### config.mk
export PLATFORM = sky130hd
export DESIGN_NAME = atbc_bus_cycle
export DESIGN_NICKNAME = d
export VERILOG_FILES = /design/src/rtl/atbc_pkg.sv /design/src/rtl/atbc_sync.sv /design/src/rtl/atbc_bus_cycle.sv
export SDC_FILE = /design/constraint.sdc
export NUM_CORES = 1
export LEC_CHECK = 0
export BUFFER_PORTS_ARGS = -buffer_cell sky130_fd_sc_hd__buf_2
export CAP_MARGIN = 20
export CORE_UTILIZATION = 46
export DETAILED_ROUTE_END_ITERATION = 6
export HOLD_SLACK_MARGIN = 0.08
export PLACE_DENSITY = 0.74
export SETUP_SLACK_MARGIN = 0.02
export SKIP_CTS_REPAIR_TIMING = 1
export SLEW_MARGIN = 15
export SYNTH_ARGS = -nofsm -noshare
export SYNTH_HDL_FRONTEND = slang
export SYNTH_HIERARCHICAL = 1
export SYNTH_SLANG_ARGS = --single-unit
### constraint.sdc
create_clock -name CORE_CLK -period 1.3 [get_ports CORE_CLK]
set_input_delay 0.26 -clock CORE_CLK [delete_from_list [all_inputs] [get_ports CORE_CLK]]
set_output_delay 0.26 -clock CORE_CLK [all_outputs]
set_load 0.02 [all_outputs]
### src/rtl/atbc_pkg.sv
package atbc_pkg;

   // wait-state targets, counted in processor clock cycles
   localparam logic [3:0] ATBC_WS_16BIT_MIN = 4'h1;
   localparam logic [3:0] ATBC_WS_8BIT_FIRST = 4'h3;
   localparam logic [3:0] ATBC_WS_8BIT_MIN = 4'h4;
   localparam logic [3:0] ATBC_WS_ZERO = 4'h0;
   localparam logic [3:0] ATBC_WS_RESET = 4'h0;
   // test-mode hazard limit on the wait-select straps
   localparam int ATBC_TEST_MODE_NS = 60;
   localparam int ATBC_CLK_PERIOD_NS = 5;
   localparam logic [4:0] ATBC_TEST_MODE_CYC =
      5'(ATBC_TEST_MODE_NS / ATBC_CLK_PERIOD_NS);
   localparam logic [1:0] ATBC_DELAY_CYC = 2'h1;

   // slot command group, all active low
   typedef struct packed {
      logic memr_n;
      logic memw_n;
      logic ior_n;
      logic iow_n;
   } atbc_cmd_t;

   // low-megabyte memory strobes
   typedef struct packed {
      logic memr_n;
      logic memw_n;
   } atbc_smem_t;

   // cycle request from the processor side
   typedef struct packed {
      logic start;      // one-cycle pulse opening a slot cycle
      logic is_write;   // write when set
      logic is_mem;     // memory cycle when set, i/o when clear
      logic convert;    // 16-to-8 bit conversion, two halves
   } atbc_req_t;

   typedef enum logic [2:0] {
      ATBC_IDLE  = 3'b000,
      ATBC_DELAY = 3'b001,
      ATBC_WAIT  = 3'b011,
      ATBC_LAST  = 3'b010,
      ATBC_GAP   = 3'b110
   } atbc_state_t;

   localparam atbc_cmd_t ATBC_CMD_IDLE = 4'hF;

endpackage : atbc_pkg

### src/rtl/atbc_sync.sv
`timescale 1ns/10ps
// two-flop synchroniser for a bundle of pin inputs
module atbc_sync #(
   parameter int W = 1,
   parameter logic [W-1:0] INIT = '0
) (
   input  wire logic         CORE_CLK,   // processor clock
   input  wire logic         RST_N,      // synchronous reset
   input  wire logic [W-1:0] D,          // asynchronous input
   output logic      [W-1:0] Q           // synchronised output
);
   logic [W-1:0] meta_reg;

   // first stage is read by the second stage only
   always_ff @(posedge CORE_CLK)
   begin
      if (!RST_N)
      begin
         meta_reg <= INIT;
         Q        <= INIT;
      end
      else
      begin
         meta_reg <= D;
         Q        <= meta_reg;
      end
   end
endmodule : atbc_sync

### src/rtl/atbc_bus_cycle.sv
`timescale 1ns/10ps
//////////////////////////////////////////////////////////////////////////////
module atbc_bus_cycle
   import atbc_pkg::*;
(
   input  wire logic             CORE_CLK,        // processor clock
   input  wire logic             RST_N,           // sync reset, low
   input  atbc_pkg::atbc_req_t   CYCLE_REQ,       // processor request
   output logic                  CYCLE_DONE,      // cycle end pulse
   input  wire logic             IOCHRDY,         // slot channel ready
   input  wire logic             ZERO_WAIT_REQUEST_N, // slot zero-wait
   input  wire logic             MEM_CS16_N,      // slot mem 16-bit
   input  wire logic             IO_CS16_N,       // slot i/o 16-bit
   input  wire logic             SIXTEEN_BIT_MEMORY_FLAG, // width hint
   input  wire logic             RAM_READ_WAIT_SELECT,  // strap
   input  wire logic             RAM_WRITE_WAIT_SELECT, // strap
   output logic                  TEST_MODE_HAZARD,  // strap misuse seen
   input  wire logic             DMA8_ADDRESS_ENABLE_N,  // 8-bit dma
   input  wire logic             DMA16_ADDRESS_ENABLE_N, // 16-bit dma
   output logic                  DMA_ADDRESS_ENABLE_OUT_N, // dma aen
   input  wire logic             BUS_MASTER_MODE, // external master
   input  wire logic             SA0,             // slot addr bit 0
   input  wire logic             CPU_BYTE_HIGH_N, // cpu high byte
   output logic                  EXPANSION_BYTE_HIGH_ENABLE_N, // sbhe
   input  atbc_pkg::atbc_cmd_t   SLOT_CMD_IN_N,   // master strobes
   output atbc_pkg::atbc_cmd_t   SLOT_CMD_OUT_N,  // slot strobes
   output logic                  SLOT_CMD_OE,     // slot strobe drive
   input  atbc_pkg::atbc_cmd_t   PERIPHERAL_BUS_COMMANDS_IN_N, // x in
   output atbc_pkg::atbc_cmd_t   PERIPHERAL_BUS_COMMANDS_N, // x out
   output logic                  PERIPHERAL_CMD_OE, // x strobe drive
   output atbc_pkg::atbc_smem_t  LOW_MEG_MEMORY_COMMANDS_N, // smem
   input  wire logic             PERIPHERAL_ADDR_BIT9, // x addr 9
   input  wire logic             PERIPHERAL_ADDR_BIT8, // x addr 8
   input  wire logic             COPROCESSOR_SELECT_N, // npx select
   output logic                  XBUS_DATA_DIRECTION, // x data dir
   output logic                  LOW_BYTE_BUFFER_ENABLE_N,  // low lane
   output logic                  HIGH_BYTE_BUFFER_ENABLE_N, // high lane
   output logic                  SWAP_BUFFER_DIRECTION, // swap dir
   output logic                  CONVERSION_LATCH_OFF // hold data
);
   import atbc_pkg::*;

   //////////////////////////////////////////////////////////////////////////
   // pin synchronisers
   logic [5:0] pin_sync;
   logic       rdy_s;
   logic       zws_n_s;
   logic       mcs16_n_s;
   logic       iocs16_n_s;
   logic       rd_ws_s;
   logic       wr_ws_s;

   atbc_sync #(.W(6), .INIT(6'h3D)) u_sync (
      .CORE_CLK (CORE_CLK),
      .RST_N    (RST_N),
      .D        ({IOCHRDY, ZERO_WAIT_REQUEST_N, MEM_CS16_N, IO_CS16_N,
                  RAM_READ_WAIT_SELECT, RAM_WRITE_WAIT_SELECT}),
      .Q        (pin_sync)
   );
   assign {rdy_s, zws_n_s, mcs16_n_s, iocs16_n_s, rd_ws_s, wr_ws_s} =
      pin_sync;

   //////////////////////////////////////////////////////////////////////////
   // mode decode
   logic dma_mode;
   logic cyc_mode;

   // no clock on the enable path so it tracks the dma controller
   assign DMA_ADDRESS_ENABLE_OUT_N =
      DMA8_ADDRESS_ENABLE_N & DMA16_ADDRESS_ENABLE_N;
   assign dma_mode = ~DMA_ADDRESS_ENABLE_OUT_N;
   assign cyc_mode = ~dma_mode & ~BUS_MASTER_MODE;

   //////////////////////////////////////////////////////////////////////////
   // sequencer state
   atbc_state_t state_reg;
   atbc_state_t state_next;
   logic [3:0]  ws_cnt_reg;
   logic        wide_reg;
   logic        write_reg;
   logic        mem_reg;
   logic        conv_reg;
   logic        half2_reg;
   logic        rdy_seen_reg;

   // ready is judged on the synchronised level, so sampling points sit
   // two clocks behind the pin; slots must hold ready accordingly
   function automatic logic ws_done(input logic [3:0] cnt,
                                    input logic       wide,
                                    input logic       rdy,
                                    input logic       seen);
      if (wide)
         ws_done = seen | (rdy && cnt >= ATBC_WS_16BIT_MIN);
      else
         ws_done = seen | (rdy && cnt >= ATBC_WS_8BIT_FIRST);
   endfunction : ws_done

   // width of the cycle from the slot's chip-select answer
   function automatic logic is_wide(input logic mem,
                                    input logic mcs_n,
                                    input logic iocs_n);
      // i/o width follows its own select, never the memory hint
      is_wide = mem ? ~mcs_n : ~iocs_n;
   endfunction : is_wide

   // next-state decode
   always_comb
   begin
      state_next = state_reg;
      case (state_reg)
         ATBC_IDLE:
            if (CYCLE_REQ.start && cyc_mode)
               state_next = is_wide(CYCLE_REQ.is_mem, mcs16_n_s,
                                    iocs16_n_s) ? ATBC_WAIT
                                                : ATBC_DELAY;
         ATBC_DELAY:
            state_next = ATBC_WAIT;
         ATBC_WAIT:
            if (wide_reg && mem_reg && !zws_n_s)
               state_next = ATBC_LAST;
            else if (ws_done(ws_cnt_reg, wide_reg, rdy_s, rdy_seen_reg))
               state_next = ATBC_LAST;
         ATBC_LAST:
            state_next = (conv_reg && !half2_reg) ? ATBC_GAP : ATBC_IDLE;
         ATBC_GAP:
            state_next = ATBC_DELAY;
         default:
            state_next = ATBC_IDLE;
      endcase
   end

   always_ff @(posedge CORE_CLK)
   begin
      if (!RST_N)
         state_reg <= ATBC_IDLE;
      else
         state_reg <= state_next;
   end

   // cycle attributes captured at the start
   always_ff @(posedge CORE_CLK)
   begin
      if (!RST_N)
      begin
         wide_reg  <= 1'b0;
         write_reg <= 1'b0;
         mem_reg   <= 1'b0;
         conv_reg  <= 1'b0;
      end
      else if (state_reg == ATBC_IDLE && CYCLE_REQ.start && cyc_mode)
      begin
         wide_reg  <= is_wide(CYCLE_REQ.is_mem, mcs16_n_s, iocs16_n_s);
         write_reg <= CYCLE_REQ.is_write;
         mem_reg   <= CYCLE_REQ.is_mem;
         conv_reg  <= CYCLE_REQ.convert;
      end
   end

   // wait-state count and ready latch; a seen ready ends one wait later
   always_ff @(posedge CORE_CLK)
   begin
      if (!RST_N || state_reg != ATBC_WAIT)
      begin
         ws_cnt_reg   <= ATBC_WS_RESET;
         rdy_seen_reg <= 1'b0;
      end
      else
      begin
         ws_cnt_reg   <= (ws_cnt_reg == 4'hF) ? ws_cnt_reg
                                              : ws_cnt_reg + 4'h1;
         rdy_seen_reg <= rdy_s && (wide_reg ||
                         ws_cnt_reg >= ATBC_WS_8BIT_FIRST);
      end
   end

   // second half of a conversion
   always_ff @(posedge CORE_CLK)
   begin
      if (!RST_N || state_reg == ATBC_IDLE)
         half2_reg <= 1'b0;
      else if (state_reg == ATBC_GAP)
         half2_reg <= 1'b1;
   end

   assign CYCLE_DONE = (state_reg == ATBC_LAST) &&
                       !(conv_reg && !half2_reg);

   //////////////////////////////////////////////////////////////////////////
   // byte-lane buffer enables
   logic active;
   logic den_raw_reg;
   logic den_dly_reg;
   logic den_on;
   logic low_off;

   assign active = (state_reg == ATBC_DELAY) || (state_reg == ATBC_WAIT) ||
                   (state_reg == ATBC_LAST);

   always_ff @(posedge CORE_CLK)
   begin
      if (!RST_N)
      begin
         den_raw_reg <= 1'b0;
         den_dly_reg <= 1'b0;
      end
      else
      begin
         den_raw_reg <= active;
         den_dly_reg <= den_raw_reg;
      end
   end

   // reads open late and close early; writes the other way round
   assign den_on = write_reg ? (den_raw_reg | den_dly_reg)
                             : (den_raw_reg & den_dly_reg);
   assign low_off = conv_reg && half2_reg && write_reg;

   always_ff @(posedge CORE_CLK)
   begin
      if (!RST_N)
      begin
         LOW_BYTE_BUFFER_ENABLE_N  <= 1'b1;
         HIGH_BYTE_BUFFER_ENABLE_N <= 1'b1;
         SWAP_BUFFER_DIRECTION     <= 1'b1;
         CONVERSION_LATCH_OFF      <= 1'b0;
      end
      else if (cyc_mode)
      begin
         LOW_BYTE_BUFFER_ENABLE_N  <= ~(den_on & ~low_off);
         HIGH_BYTE_BUFFER_ENABLE_N <= ~den_on;
         SWAP_BUFFER_DIRECTION     <= ~write_reg | ~active;
         CONVERSION_LATCH_OFF      <= conv_reg & half2_reg;
      end
      else
      begin
         // dma and master: lanes follow address and byte-high strobe
         LOW_BYTE_BUFFER_ENABLE_N  <= SA0;
         HIGH_BYTE_BUFFER_ENABLE_N <= EXPANSION_BYTE_HIGH_ENABLE_N;
         SWAP_BUFFER_DIRECTION     <= PERIPHERAL_BUS_COMMANDS_IN_N.memw_n;
         CONVERSION_LATCH_OFF      <= 1'b0;
      end
   end

   //////////////////////////////////////////////////////////////////////////
   // slot command strobes
   logic      cmd_on;
   atbc_cmd_t cyc_cmd;

   // 8-bit cycles spend a delay state before the strobe drops
   assign cmd_on = (state_reg == ATBC_WAIT) || (state_reg == ATBC_LAST);
   always_comb
   begin
      cyc_cmd        = ATBC_CMD_IDLE;
      cyc_cmd.memr_n = ~(cmd_on & mem_reg & ~write_reg);
      cyc_cmd.memw_n = ~(cmd_on & mem_reg & write_reg);
      cyc_cmd.ior_n  = ~(cmd_on & ~mem_reg & ~write_reg);
      cyc_cmd.iow_n  = ~(cmd_on & ~mem_reg & write_reg);
   end

   // strobe routing per mode, registered for clean edges
   always_ff @(posedge CORE_CLK)
   begin
      if (!RST_N)
      begin
         SLOT_CMD_OUT_N            <= ATBC_CMD_IDLE;
         PERIPHERAL_BUS_COMMANDS_N <= ATBC_CMD_IDLE;
         LOW_MEG_MEMORY_COMMANDS_N <= 2'h3;
      end
      else if (dma_mode)
      begin
         SLOT_CMD_OUT_N <= PERIPHERAL_BUS_COMMANDS_IN_N;
         PERIPHERAL_BUS_COMMANDS_N <= ATBC_CMD_IDLE;
         LOW_MEG_MEMORY_COMMANDS_N <=
            {PERIPHERAL_BUS_COMMANDS_IN_N.memr_n,
             PERIPHERAL_BUS_COMMANDS_IN_N.memw_n};
      end
      else if (BUS_MASTER_MODE)
      begin
         SLOT_CMD_OUT_N            <= ATBC_CMD_IDLE;
         PERIPHERAL_BUS_COMMANDS_N <= SLOT_CMD_IN_N;
         LOW_MEG_MEMORY_COMMANDS_N <= {SLOT_CMD_IN_N.memr_n,
                                       SLOT_CMD_IN_N.memw_n};
      end
      else
      begin
         SLOT_CMD_OUT_N            <= cyc_cmd;
         PERIPHERAL_BUS_COMMANDS_N <= cyc_cmd;
         LOW_MEG_MEMORY_COMMANDS_N <= {cyc_cmd.memr_n, cyc_cmd.memw_n};
      end
   end

   // the master owns the slot strobes; dma owns the peripheral ones
   assign SLOT_CMD_OE       = ~BUS_MASTER_MODE;
   assign PERIPHERAL_CMD_OE = ~dma_mode;

   //////////////////////////////////////////////////////////////////////////
   // high byte enable and peripheral data direction
   always_ff @(posedge CORE_CLK)
   begin
      if (!RST_N)
         EXPANSION_BYTE_HIGH_ENABLE_N <= 1'b1;
      else if (!DMA16_ADDRESS_ENABLE_N)
         EXPANSION_BYTE_HIGH_ENABLE_N <= 1'b0;
      else if (!DMA8_ADDRESS_ENABLE_N)
         EXPANSION_BYTE_HIGH_ENABLE_N <= ~SA0;
      else
         EXPANSION_BYTE_HIGH_ENABLE_N <= CPU_BYTE_HIGH_N;
   end

   // in master mode only a local i/o read away from the coprocessor turns the bus in
   always_ff @(posedge CORE_CLK)
   begin
      if (!RST_N)
         XBUS_DATA_DIRECTION <= 1'b1;
      else if (BUS_MASTER_MODE)
         XBUS_DATA_DIRECTION <= ~(~SLOT_CMD_IN_N.ior_n &
                                  ~PERIPHERAL_ADDR_BIT9 &
                                  ~PERIPHERAL_ADDR_BIT8 &
                                  COPROCESSOR_SELECT_N);
      else if (dma_mode)
         XBUS_DATA_DIRECTION <= PERIPHERAL_BUS_COMMANDS_IN_N.ior_n;
      else
         XBUS_DATA_DIRECTION <= ~(cmd_on & ~write_reg);
   end

   //////////////////////////////////////////////////////////////////////////
   // wait-select strap misuse watch; flags but cannot prevent it
   logic [4:0] haz_cnt_reg;

   always_ff @(posedge CORE_CLK)
   begin
      if (!RST_N || !(rd_ws_s && !wr_ws_s))
         haz_cnt_reg <= 5'h00;
      else if (haz_cnt_reg != ATBC_TEST_MODE_CYC)
         haz_cnt_reg <= haz_cnt_reg + 5'h01;
   end

   assign TEST_MODE_HAZARD = (haz_cnt_reg == ATBC_TEST_MODE_CYC);

endmodule : atbc_bus_cycle

==> summary.txt <==
mapped cell area: 1910 µm²
adder-cell share of the synthesized area: 0.0328
fmax: 0.716 GHz
clk_lat worst skew: 290 ps
post-synthesis compound-gate area fraction: 0.121
initial DRC count: 46
syn nets: 236
Final Skew: 11.4 ps
Area Overhead vs Synth: 36.3%
antenna cells: 0
vias in the first global route: 1,400
post-route core utilization: 0.651
DIE AREA: 4410 µm²
GP Congestion: 0.849
Die Y: 66.4 µm
largest net degree at the start of global routing: 27
Vias per Instance: 4.98
met1 usage: 0.205
final wirelength: 3770 µm
Tmin final: 1400 ps
Clock transition at path regs: 90 ps
switching share of total power: 0.195
vias post-DR: 1,618
DRT antenna net count: 0
first-pass GRT wire length: 5900 µm
share of cells above drive strength 1: 0.375
Avg Inst Size Synth: 9.45 µm²
met2 GRT Util: 0.306
maximum ir drop on the vdd rail: 0.775 mV
setup TNS: -114 ps
startpoint types: flop
Psw: 0.631 mW
DP Area: 2340 µm²
cts bufs inserted: 5
drt first pass iters: 4
Critical Path AT: 1140 ps
mux cell area share after synthesis: 0.0367
Slew HR: 0.789
Hold Crit Class: in -> reg
CTS Buffer Depth: 2
Ports: 50
maxcap violations: 0
global route overflow: 0
Max Slew Vio Count: 0
failing checks: negative setup slack
Place WS: 7.57 ps
power share of the clock group: 0.445
CTS sink count: 48
Reg2Reg Setup Slack: 10 ps
sequential element share of the synthesized area: 0.503
worst-path fanout max: 3
CTS tree: built
P per Cell Area: 1240 nW/µm²
die width: 66.4 µm
HPWL after detailed placement: 2690 µm
Yosys cell types: 38
Logic pwr share: 0.082
# port buffers: 48
RSZ-0062 raised after global routing: true
core area: 4000 µm²
Avg WL per Cell: 11.6 µm
Synth Instances: 202
final cycle utilization of the critical path: 1.07
Synth Area in XOR/XNOR: 0.0183
Final Hold Viols: 0
GR met3 Demand/Resource: 0.0448
Critical Path End Type: output pin
initial antenna violation count: 0
Seq pwr share: 0.473
Synth Area in Simple Gates: 0.246
setup ws final: -97.5 ps
slew of the pin with the lowest slew margin: 316 ps
Total Power: 3.23 mW
# rows: 23
Total Routing Usage GR: 0.177
initial core utilization: 0.477
largest family of logic cells by synthesized area: simple AND/OR/NAND/NOR gates
status: complete, but fails checks
nets: 308
WP data required: 1040 ps
Top Usage Layer GRT: met2
Root Buffer: clkbuf_8
Synth Register Bits: 48
Crit Path Category: reg -> out
finished layout cell area: 2600 µm²
Yosys warning total: 6
H-tree levels: 2
DR DRC count: 0
Int Pwr: 2.60 mW
final setup vio count: 2
leakage: 1.14 nW
placed cells by master, fill, tap and decap left out, drive strengths merged, types with 4 or more instances in the layout:
cell and count:
nand2 20, nor3 6, clkbuf 5, dfxtp 48
o21ai 15, inv 9, o211ai 4, buf 73
nor2 22, ha 5, nand2b 12, mux2i 7
nand3 8, a21oi 9
final cells by class:
cell class              instances  area [µm²]
clock buffers                   5        68.8
clock inverters                 3        90.1
fillers                       324        1400
inverters                       9        33.8
multi-input cells             137         915
flip-flops and latches         48         976
well taps                      50        62.6
repair buffers                 73         457
layer usage:
| metal | up-vias | part of all wire |
|---|---|---|
| met5 | - | 0 |
| met4 | 0 | 0.013 |
| met3 | 5 | 0.070 |
| met2 | 54 | 0.46 |
| met1 | 722 | 0.46 |
| li1 | 837 | - |
logic make-up (layout without fill, tap and decap cells):
family / after synthesis / in the layout
buffers and inverters: 17 / 90
adder cells (fa/ha/maj): 5 / 5
AND/OR/NAND/NOR: 86 / 86
flip-flops: 48 / 48
AO/OA/AOI/OAI: 35 / 35
XOR/XNOR: 4 / 4
multiplexers: 7 / 7
through the flow:
| step | cells | hold slack (ps) |
|---|---|---|
| floorplan | 202 | 333 |
| global placement | 313 | 388 |
| detailed placement | 313 | 392 |
| CTS | 321 | 135 |
| global route | 325 | 141 |
| finish | 325 | 139 |
worst max-delay path, stage by stage (launching register included):
cell and delay [ps]:
dfxtp_2 330, inv_2 70, ha_4 110, nand4b_1 120, inv_2 110, buf_6 120
final timing paths:
| kind | endpoint | startpoint | cells after the start |
|---|---|---|---|
| setup reg to reg | state_reg[0]$_SDFFE_PN0P_ | ws_cnt_reg[0]$_SDFFE_PP0P_ | 5 |
| hold / removal | u_sync/meta_reg[3]$_SDFF_PN1_ | MEM_CS16_N | 2 |
| hold reg to reg | u_sync/Q[2]$_SDFF_PN1_ | u_sync/meta_reg[2]$_SDFF_PN1_ | 1 |
| setup / recovery | TEST_MODE_HAZARD | haz_cnt_reg[0]$_SDFFE_PP0N_ | 5 |
power groups by stage:
stage          clock (mW)  combinational, mW  sequential [mW]
4_1_cts              1.47              0.258             1.53
6_report             1.44              0.264             1.53
3_5_place_dp            0              0.257             1.57
2_1_floorplan           0              0.108             1.60
3_3_place_gp            0              0.254             1.56
5_1_grt              1.53              0.290             1.53
synthesized netlist by cell type:
| master | instances | area share |
|---|---|---|
| nand2b_1 | 12 | 0.039 |
| o32ai_1 | 1 | 0.0046 |
| xor2_1 | 2 | 0.0092 |
| nor2b_1 | 2 | 0.0066 |
| clkbuf_1 | 3 | 0.0059 |
| o21ai_0 | 6 | 0.016 |
| a2111oi_1 | 1 | 0.0052 |
| o21ai_1 | 9 | 0.024 |
| nor2_1 | 22 | 0.043 |
| nand4b_1 | 1 | 0.0046 |
| o211ai_1 | 4 | 0.016 |
| inv_2 | 1 | 0.0020 |
| o41ai_1 | 1 | 0.0046 |
| and2_1 | 3 | 0.0098 |
| ha_1 | 5 | 0.033 |
| o41a_1 | 1 | 0.0059 |
| and4_1 | 3 | 0.014 |
| buf_4 | 2 | 0.0079 |
| and4bb_1 | 1 | 0.0066 |
| nand3_1 | 8 | 0.021 |
| nor3b_2 | 1 | 0.0066 |
| dfxtp_1 | 48 | 0.50 |
| nand2_1 | 20 | 0.039 |
| nand3b_1 | 1 | 0.0039 |
| a31oi_1 | 1 | 0.0033 |
| a2111oi_4 | 1 | 0.014 |
| inv_1 | 8 | 0.016 |
| mux2i_1 | 7 | 0.037 |
| nor4b_1 | 2 | 0.0092 |
| buf_6 | 1 | 0.0059 |
| nor3_1 | 6 | 0.016 |
| buf_2 | 2 | 0.0052 |
| a211oi_1 | 1 | 0.0039 |
| nand4b_4 | 1 | 0.012 |
| and2b_2 | 1 | 0.0046 |
| and3b_1 | 2 | 0.0092 |
| a21oi_1 | 9 | 0.024 |
| xnor2_1 | 2 | 0.0092 |
Note: power is estimated with default switching activity, not from simulation.
